$ cat src/counter_pkg.sv
/*
 * Shared constants and types for the four-bit presettable counter and its
 * AXI4-Lite register slave.
 * Assumes a 32-bit data bus with word-aligned registers.
 */
package counter_pkg;

    // ==========================================================
    // Counter geometry
    localparam int unsigned COUNT_WIDTH = 4;
    localparam logic [3:0]  COUNT_ZERO  = 4'h0;
    localparam logic [3:0]  COUNT_STEP  = 4'h1;
    localparam logic [3:0]  COUNT_MAX   = 4'hF;

    // ==========================================================
    // Bus geometry and responses
    localparam int unsigned AXI_ADDR_WIDTH = 12;
    localparam int unsigned AXI_DATA_WIDTH = 32;
    localparam int unsigned AXI_STRB_WIDTH = 4;
    localparam int unsigned BYTE_WIDTH     = 8;
    localparam int unsigned WORD_LSB       = 2;
    localparam logic [1:0]  RESP_OKAY      = 2'h0;
    localparam logic [1:0]  RESP_SLVERR    = 2'h2;

    // ==========================================================
    // Register offsets (byte addresses)
    localparam logic [11:0] OFFSET_CTRL   = 12'h000;
    localparam logic [11:0] OFFSET_PRESET = 12'h004;
    localparam logic [11:0] OFFSET_STATUS = 12'h008;

    // ==========================================================
    // Field layout: ctrl_t sits in bits 3:0 of CTRL, MSB first
    typedef struct packed {
        logic load_n;
        logic clear_n;
        logic tce;
        logic pce;
    } ctrl_t;

    // Status word: count in 3:0, carry flag above it
    localparam int unsigned STATUS_COUNT_LSB = 0;
    localparam int unsigned STATUS_CARRY_BIT = 4;

    // ==========================================================
    // Counter core state
    typedef struct packed {
        logic [3:0] count;
        logic       carry;
    } core_state_t;

    // ==========================================================
    // Reset values: clear and load idle high, enables off
    localparam ctrl_t       CTRL_RESET   = '{load_n: 1'h1, clear_n: 1'h1, tce: 1'h0, pce: 1'h0};
    localparam logic [3:0]  PRESET_RESET = 4'h0;
    localparam core_state_t CORE_RESET   = '{count: 4'h0, carry: 1'h0};

    // Register selection after address decode
    typedef enum logic [1:0] {
        SEL_CTRL,
        SEL_PRESET,
        SEL_STATUS,
        SEL_NONE
    } reg_sel_t;

endpackage

$ cat src/counter_core.sv
/*
 * Four-bit synchronous presettable up-counter with ripple carry.
 * Assumes control levels are steady around the rising edge of aclk.
 */
`timescale 1ns/1ps
`default_nettype none

module counter_core (
    input  wire logic               aclk,
    input  wire logic               aresetn,
    input  wire counter_pkg::ctrl_t ctrl,
    input  wire logic [3:0]         preset,
    input  wire logic               carry_enable_next,
    output logic      [3:0]         count,
    output logic                    ripple_carry_out
);

    counter_pkg::core_state_t state;
    counter_pkg::core_state_t next_state;

    // ==========================================================
    // Next count: clear beats load beats count beats hold
    always_comb begin
        next_state = state;
        if (!ctrl.clear_n) begin
            next_state.count = counter_pkg::COUNT_ZERO;
        end else if (!ctrl.load_n) begin
            next_state.count = preset;
        end else if (ctrl.pce && ctrl.tce) begin
            next_state.count = state.count + counter_pkg::COUNT_STEP;
        end
        // Carry registered from next values so it tracks count and enable together
        next_state.carry = (next_state.count == counter_pkg::COUNT_MAX) && carry_enable_next;
    end

    // All four bits load on the same edge; inputs matter only here
    always_ff @(posedge aclk) begin
        if (!aresetn) begin
            state <= counter_pkg::CORE_RESET;
        end else begin
            state <= next_state;
        end
    end

    assign count            = state.count;
    assign ripple_carry_out = state.carry;
endmodule

`default_nettype wire

$ cat src/counter_top.sv
/*
 * Top of the presettable binary counter: AXI4-Lite register slave,
 * control and preset registers, and the counter core.
 * Assumes one 200 MHz clock, aclk, and a synchronous active-low aresetn.
 * Assumes an AXI4-Lite master with at most one write and one read open.
 */
// Added by the designer: the register addresses and register access over AXI4-Lite.
`timescale 1ns/1ps
`default_nettype none

module counter_top #(
    parameter int unsigned ADDR_W = counter_pkg::AXI_ADDR_WIDTH
) (
    input  wire logic                                   aclk,
    input  wire logic                                   aresetn,
    input  wire logic [ADDR_W-1:0]                      awaddr,
    input  wire logic                                   awvalid,
    output logic                                        awready,
    input  wire logic [counter_pkg::AXI_DATA_WIDTH-1:0] wdata,
    input  wire logic [counter_pkg::AXI_STRB_WIDTH-1:0] wstrb,
    input  wire logic                                   wvalid,
    output logic                                        wready,
    output logic [1:0]                                  bresp,
    output logic                                        bvalid,
    input  wire logic                                   bready,
    input  wire logic [ADDR_W-1:0]                      araddr,
    input  wire logic                                   arvalid,
    output logic                                        arready,
    output logic [counter_pkg::AXI_DATA_WIDTH-1:0]      rdata,
    output logic [1:0]                                  rresp,
    output logic                                        rvalid,
    input  wire logic                                   rready,
    output logic [3:0]                                  count_out,
    output logic                                        ripple_carry_out
);

    localparam int unsigned DW = counter_pkg::AXI_DATA_WIDTH;
    localparam int unsigned SW = counter_pkg::AXI_STRB_WIDTH;
    localparam int unsigned CW = counter_pkg::COUNT_WIDTH;

    // ==========================================================
    // Whole state of the slave in one record
    typedef struct packed {
        logic               aw_held;
        logic [ADDR_W-1:0]  aw_addr;
        logic               w_held;
        logic [DW-1:0]      w_data;
        logic [SW-1:0]      w_strb;
        logic               awready;
        logic               wready;
        logic               bvalid;
        logic [1:0]         bresp;
        logic               arready;
        logic               rvalid;
        logic [1:0]         rresp;
        logic [DW-1:0]      rdata;
        counter_pkg::ctrl_t ctrl;
        logic [CW-1:0]      preset;
    } bus_state_t;

    bus_state_t         st;
    bus_state_t         next_st;
    counter_pkg::reg_sel_t wr_sel;
    counter_pkg::reg_sel_t rd_sel;
    logic [DW-1:0]      wr_old;
    logic [DW-1:0]      wr_merged;
    logic [DW-1:0]      rd_word;
    logic [CW-1:0]      core_count;
    logic               core_carry;

    // ==========================================================
    // Address decode, shared by the write and read paths
    function automatic counter_pkg::reg_sel_t reg_decode(input logic [ADDR_W-1:0] addr);
        logic [ADDR_W-1:0] word;
        word = addr;
        word[counter_pkg::WORD_LSB-1:0] = '0;
        if (word == ADDR_W'(counter_pkg::OFFSET_CTRL)) begin
            reg_decode = counter_pkg::SEL_CTRL;
        end else if (word == ADDR_W'(counter_pkg::OFFSET_PRESET)) begin
            reg_decode = counter_pkg::SEL_PRESET;
        end else if (word == ADDR_W'(counter_pkg::OFFSET_STATUS)) begin
            reg_decode = counter_pkg::SEL_STATUS;
        end else begin
            reg_decode = counter_pkg::SEL_NONE;
        end
    endfunction

    // Readback word of a register; unused bits read as zero
    function automatic logic [DW-1:0] reg_word(
        input counter_pkg::reg_sel_t sel,
        input counter_pkg::ctrl_t    ctrl,
        input logic [CW-1:0]         preset,
        input logic [CW-1:0]         count,
        input logic                  carry
    );
        reg_word = '0;
        case (sel)
            counter_pkg::SEL_CTRL: begin
                reg_word = DW'(ctrl);
            end
            counter_pkg::SEL_PRESET: begin
                reg_word = DW'(preset);
            end
            counter_pkg::SEL_STATUS: begin
                reg_word[counter_pkg::STATUS_COUNT_LSB +: CW] = count;
                reg_word[counter_pkg::STATUS_CARRY_BIT]       = carry;
            end
            default: begin
                reg_word = '0;
            end
        endcase
    endfunction

    assign wr_sel = reg_decode(st.aw_addr);
    assign rd_sel = reg_decode(araddr);
    assign wr_old = reg_word(wr_sel, st.ctrl, st.preset, core_count, core_carry);
    assign rd_word = reg_word(rd_sel, st.ctrl, st.preset, core_count, core_carry);

    // ==========================================================
    // Byte-lane merge so partial writes keep untouched lanes
    wstrb_merge #(
        .LANES (SW)
    ) u_merge (
        .old_word (wr_old),
        .new_word (st.w_data),
        .strb     (st.w_strb),
        .merged   (wr_merged)
    );

    // ==========================================================
    // Next state of the bus slave and the software registers
    always_comb begin
        next_st = st;

        // Address and data are captured independently, in either order
        if (awvalid && st.awready) begin
            next_st.aw_held = 1'h1;
            next_st.aw_addr = awaddr;
        end
        if (wvalid && st.wready) begin
            next_st.w_held = 1'h1;
            next_st.w_data = wdata;
            next_st.w_strb = wstrb;
        end

        // Response leaves once the master has taken it
        if (st.bvalid && bready) begin
            next_st.bvalid = 1'h0;
        end

        // Commit one cycle after both halves are held
        if (st.aw_held && st.w_held && !st.bvalid) begin
            next_st.aw_held = 1'h0;
            next_st.w_held  = 1'h0;
            next_st.bvalid  = 1'h1;
            next_st.bresp   = counter_pkg::RESP_OKAY;
            case (wr_sel)
                counter_pkg::SEL_CTRL: begin
                    // Enables, clear and load are levels the counter samples at each edge
                    next_st.ctrl = counter_pkg::ctrl_t'(wr_merged[$bits(counter_pkg::ctrl_t)-1:0]);
                end
                counter_pkg::SEL_PRESET: begin
                    next_st.preset = wr_merged[CW-1:0];
                end
                counter_pkg::SEL_STATUS: begin
                    // Status is read-only; a write is accepted and dropped
                    next_st.bresp = counter_pkg::RESP_OKAY;
                end
                default: begin
                    next_st.bresp = counter_pkg::RESP_SLVERR;
                end
            endcase
        end

        // Each ready only while its own half is not held and no response is pending, so one write is open at most
        next_st.awready = !next_st.aw_held && !next_st.bvalid;
        next_st.wready  = !next_st.w_held && !next_st.bvalid;

        // Read: data is a snapshot of the address-accept edge
        if (st.rvalid && rready) begin
            next_st.rvalid = 1'h0;
        end
        if (arvalid && st.arready) begin
            next_st.rvalid = 1'h1;
            next_st.rdata  = rd_word;
            if (rd_sel == counter_pkg::SEL_NONE) begin
                next_st.rresp = counter_pkg::RESP_SLVERR;
            end else begin
                next_st.rresp = counter_pkg::RESP_OKAY;
            end
        end
        next_st.arready = !next_st.rvalid;
    end

    // ==========================================================
    // State register with synchronous reset
    always_ff @(posedge aclk) begin
        if (!aresetn) begin
            st         <= '0;
            st.awready <= 1'h1;
            st.wready  <= 1'h1;
            st.arready <= 1'h1;
            st.ctrl    <= counter_pkg::CTRL_RESET;
            st.preset  <= counter_pkg::PRESET_RESET;
        end else begin
            st <= next_st;
        end
    end

    // ==========================================================
    // Counter core; carry enable taken from the next control value so the
    // registered carry lines up with the control register it depends on
    counter_core u_core (
        .aclk              (aclk),
        .aresetn           (aresetn),
        .ctrl              (st.ctrl),
        .preset            (st.preset),
        .carry_enable_next (next_st.ctrl.tce),
        .count             (core_count),
        .ripple_carry_out  (core_carry)
    );

    // ==========================================================
    // Outputs, all from flip-flops
    assign awready          = st.awready;
    assign wready           = st.wready;
    assign bvalid           = st.bvalid;
    assign bresp            = st.bresp;
    assign arready          = st.arready;
    assign rvalid           = st.rvalid;
    assign rresp            = st.rresp;
    assign rdata            = st.rdata;
    assign count_out        = core_count;
    assign ripple_carry_out = core_carry;
endmodule

`default_nettype wire

$ cat src/wstrb_merge.sv
/*
 * Byte-lane merge of a write word into an old register value.
 * Assumes strobes are one bit per byte lane, lane 0 lowest.
 */
`timescale 1ns/1ps
`default_nettype none

module wstrb_merge #(
    parameter int unsigned LANES = counter_pkg::AXI_STRB_WIDTH
) (
    input  wire logic [counter_pkg::BYTE_WIDTH*LANES-1:0] old_word,
    input  wire logic [counter_pkg::BYTE_WIDTH*LANES-1:0] new_word,
    input  wire logic [LANES-1:0]                         strb,
    output logic      [counter_pkg::BYTE_WIDTH*LANES-1:0] merged
);

    localparam int unsigned BW = counter_pkg::BYTE_WIDTH;

    // ==========================================================
    // One mux per lane; unstrobed lanes keep the old bits
    genvar lane;
    generate
        for (lane = 0; lane < LANES; lane++) begin : g_lane
            assign merged[BW*lane +: BW] = strb[lane] ? new_word[BW*lane +: BW] : old_word[BW*lane +: BW];
        end
    endgenerate

endmodule

`default_nettype wire

$ cat config.mk
export PLATFORM = sky130hd
export DESIGN_NAME = counter_top
export DESIGN_NICKNAME = d
export VERILOG_FILES = /design/src/counter_pkg.sv /design/src/counter_core.sv /design/src/counter_top.sv /design/src/wstrb_merge.sv
export SDC_FILE = /design/constraint.sdc
export NUM_CORES = 1
export LEC_CHECK = 0
export ABC_AREA = 1
export ABC_CLOCK_PERIOD_IN_PS = 1200
export BUFFER_PORTS_ARGS = -buffer_cell sky130_fd_sc_hd__buf_2
export CORE_MARGIN = 2
export CORE_UTILIZATION = 40
export CTS_BUF_LIST = sky130_fd_sc_hd__clkbuf_16
export DETAILED_ROUTE_END_ITERATION = 16
export PLACE_DENSITY = 0.75
export SLEW_MARGIN = 20
export SYNTH_ARGS = -nofsm -noshare
export SYNTH_HDL_FRONTEND = slang
export SYNTH_SLANG_ARGS = --single-unit
$ cat constraint.sdc
create_clock -name aclk -period 1.2 [get_ports aclk]
set_input_delay 0.36 -clock aclk [delete_from_list [all_inputs] [get_ports aclk]]
set_output_delay 0.36 -clock aclk [all_outputs]
set_load 0.005 [all_outputs]
==> summary.txt <==
Run status
  – Outcome: complete, but fails checks
  – Failing checks: setup timing

Power
  – Comb power frac: between 15 and 20%
  – Psw: ~880 uW
  – Switch share: about a quarter
  – Clock Power Share: between 30% and 40%
  – Leakage power: 0.001323 uW
  – Pwr dens: 1210 nW/um2
  – Reg power frac: 46.2%
  – Int Pwr: 2457 uW
  – Peak VDD IR: ~0.84 mV

Route
  – Total number of vias: between 2000 and 2500
  – First-pass DRT Iterations: 4
  – DRC: 0
  – Initial DRC Count: between 100 and 150
  – Final ANT Viol Nets: 0
  – Total Wirelength: 4723 um
  – Via-to-Cell Ratio: about 4.4
  – Wirelength per Cell: approximately 10 um

Global route
  – Gr usage total: 16.21%
  – First-pass GRT wire length: 7941 um
  – Vias in the first global route: between 1500 and 2000
  – Initial antenna violation count: 0
  – Global route overflow: 0
  – Largest net degree at the start of global routing: 19

Logic synthesis
  – Most frequent cell after synthesis: nand2_1
  – Largest cells by area after synthesis: dfxtp_1, buf_4, nand2_1, nor2_1, nand3_1
  – Async set-reset flop share out of synthesis: 0%
  – Area fraction of the dominant cell type after synthesis: 38.01%
  – Synth warn: 0
  – Post-synthesis sequential area ratio: a little under two fifths
  – Mapped Cells: 316
  – Cell variety after synth: 26
  – Synth top cells by count: nand2_1, nor2_1, dfxtp_1
  – #FFs+latches synth: 42
  – Post-synth EDFFs: 0
  – Syn Std Cell Area: 2212 um2
  – Prevailing post-synth register cell: dfxtp_1
  – Mapped Avg Cell Area: 7.000 um2
  – Cell taking the most area after synthesis: dfxtp_1

STA
  – F_max: 0.7944 GHz
  – Final setup vio count: 9
  – Final min period: 1.259 ns
  – RSZ-0062 raised after global routing: true
  – Final hold vios: 0
  – Pins over their slew limit: 0
  – Ratio of final minimum period to clock period: 104.9%
  – Hold_ws: 0.3224 ns
  – Final setup skew: between 0.005 and 0.006 ns
  – Final worst setup slack: -0.05876 ns

Critical path
  – Critical Path RT: 1.38 ns
  – Cells on worst reg2reg path: 8
  – Critical Path AT: 1.44 ns
  – Crit end category: flop
  – Critical path fanouts, max: 3
  – Startpoint Class: flop
  – WS Path Type: reg2reg

Finish
  – Layout overhead on the synthesized area: 24.66%
  – Fin nets: 449
  – Top reg by flops: st
  – Fillers: between 500 and 600
  – Fin util: between 50 and 60%
  – Antenna cells: 0
  – Max reg flops: 25
  – Finished Cell Area: 2758 um2
  – Fraction of layout cells with a size suffix above 1: 32.72%

Clock tree
  – Hold Buf Count CTS: 0
  – Reg clk slew, reported paths: 0.06 ns
  – H-tree levels: 2
  – Clock Tree Root: clkbuf_16
  – Clk Latency, worst-skew pair: 0.28 ns
  – CTS tree: done
  – Clock sink total: 42
  – CTS Buf Count: 5
  – Clk buf depth: 2

Die
  – Initial Util: roughly 41%
  – # rows: 27
  – Num ports: 113
  – Chip Height: 78.37 um
  – DIE WIDTH: 78.37 um
  – Core area: between 5000 and 6000 um2
  – Die area: 6141 um2

Placed design
  – Post-DP HPWL: 3480 um
  – Buffers on Ports: between 40 and 50
  – DP Area: 2501 um2
  – Gpl congestion: 0.9096

Worst hold path
  – Worst hold path class: in2reg
  – Hold depth: 3

Run
  – Max cap viols: 0
## cells by family (layout without fill, tap and decap cells)
| family | Yosys count | in the layout | share of synthesized area (%) |
|---|---|---|---|
| AOI/OAI and AO/OA | 49 | 49 | 11.20 |
| xor gates and xnor gates | 1 | 1 | 0.3960 |
| adders and majority gates | 1 | 1 | 0.5655 |
| buffers and inverters | 78 | 116 | 19.51 |
| DFF | 42 | 42 | 38.01 |
| other | 1 | 29 | 0.1695 |
| and+or+nand+nor | 144 | 144 | 30.15 |
## critical path, cell delays in order, from the launching register on
cell and delay, ns:
dfxtp_2 0.32, nor2_2 0.11, nand2_2 0.11, nor2_4 0.12, nand4_1 0.16, clkinv_2 0.13
nand3_2 0.07, nand2_2 0.09, nor2_2 0.05
## power groups by stage
stage / logic [uW] / clock network [uW] / registers [uW]
final: 504 / 1290 / 1540
after global routing: 576 / 1390 / 1560
after CTS: 488 / 1310 / 1540
after detailed placement: 462 / 0 / 1560
after global placement: 452 / 0 / 1560
after floorplan: 364 / 0 / 1560
## cell type report
| cell class | count | area (um2) | share of cell area, % |
|---|---|---|---|
| clock buffers | 5 | 125.1 | 4.537 |
| clock inverters | 3 | 16.27 | 0.5898 |
| inverters | 36 | 136.4 | 4.946 |
| multi-input cells | 224 | 1104 | 40.02 |
| flip-flops and latches | 42 | 852.1 | 30.90 |
| well taps | 72 | 90.09 | 3.267 |
| repair buffers | 72 | 434.2 | 15.74 |
## metal layers
layer  global-route usage, %  routed length [um]  vias up  part of all wire (%)
met5                       0                   0        -                     0
met4                   8.421                  49        0                   1.0
met3                   3.908                 300        6                   6.4
met2                   27.76                2297       70                    49
met1                   18.73                2076      869                    44
li1                        -                   -     1070                     -
## path summary, 6_finish.rpt
check        startpoint                 endpoint  slack [ns]
max              st[95]  u_core.ripple_carry_out       -0.06
min          awaddr[10]                   st[96]        0.32
max reg2reg      st[95]  u_core.ripple_carry_out       -0.06
min reg2reg    rdata[0]                 rdata[0]        0.46
## metrics by stage
step	std cells	total power (uW)	setup WS (ns)	setup TNS, ns
after floorplan	344	1920	0.03124	0
after global placement	442	2012	-0.1122	-0.7059
after detailed placement	442	2025	-0.1329	-0.9950
after CTS	452	3340	-0.04638	-0.2623
after global routing	454	3523	-0.1781	-1.402
final	454	3336	-0.05876	-0.3107
## layout by cell type (no fill, tap or decap), types with 2 or more instances in the layout
| master | count |
|---|---|
| nand2_1 | 43 |
| nor2_2 | 6 |
| clkinv_2 | 2 |
| buf_6 | 3 |
| o21ai_0 | 21 |
| nor2_4 | 8 |
| buf_2 | 47 |
| nand4_1 | 3 |
| dfxtp_2 | 9 |
| a21oi_1 | 25 |
| dfxtp_1 | 33 |
| clkbuf_16 | 5 |
| nor2_1 | 39 |
| buf_4 | 22 |
| nand3_1 | 32 |
| conb_1 | 29 |
| nand3_2 | 3 |
| inv_2 | 8 |
| nand2_2 | 7 |
| inv_1 | 27 |
## timing repair
action / 4_1_cts / 5_1_grt
gates resized for setup: 15 / 16
setup buffers: 3 / 2
endpoints found under the setup margin: 11 / 14
pin swaps: 9 / 5
Power figures use the tool's default switching activity.
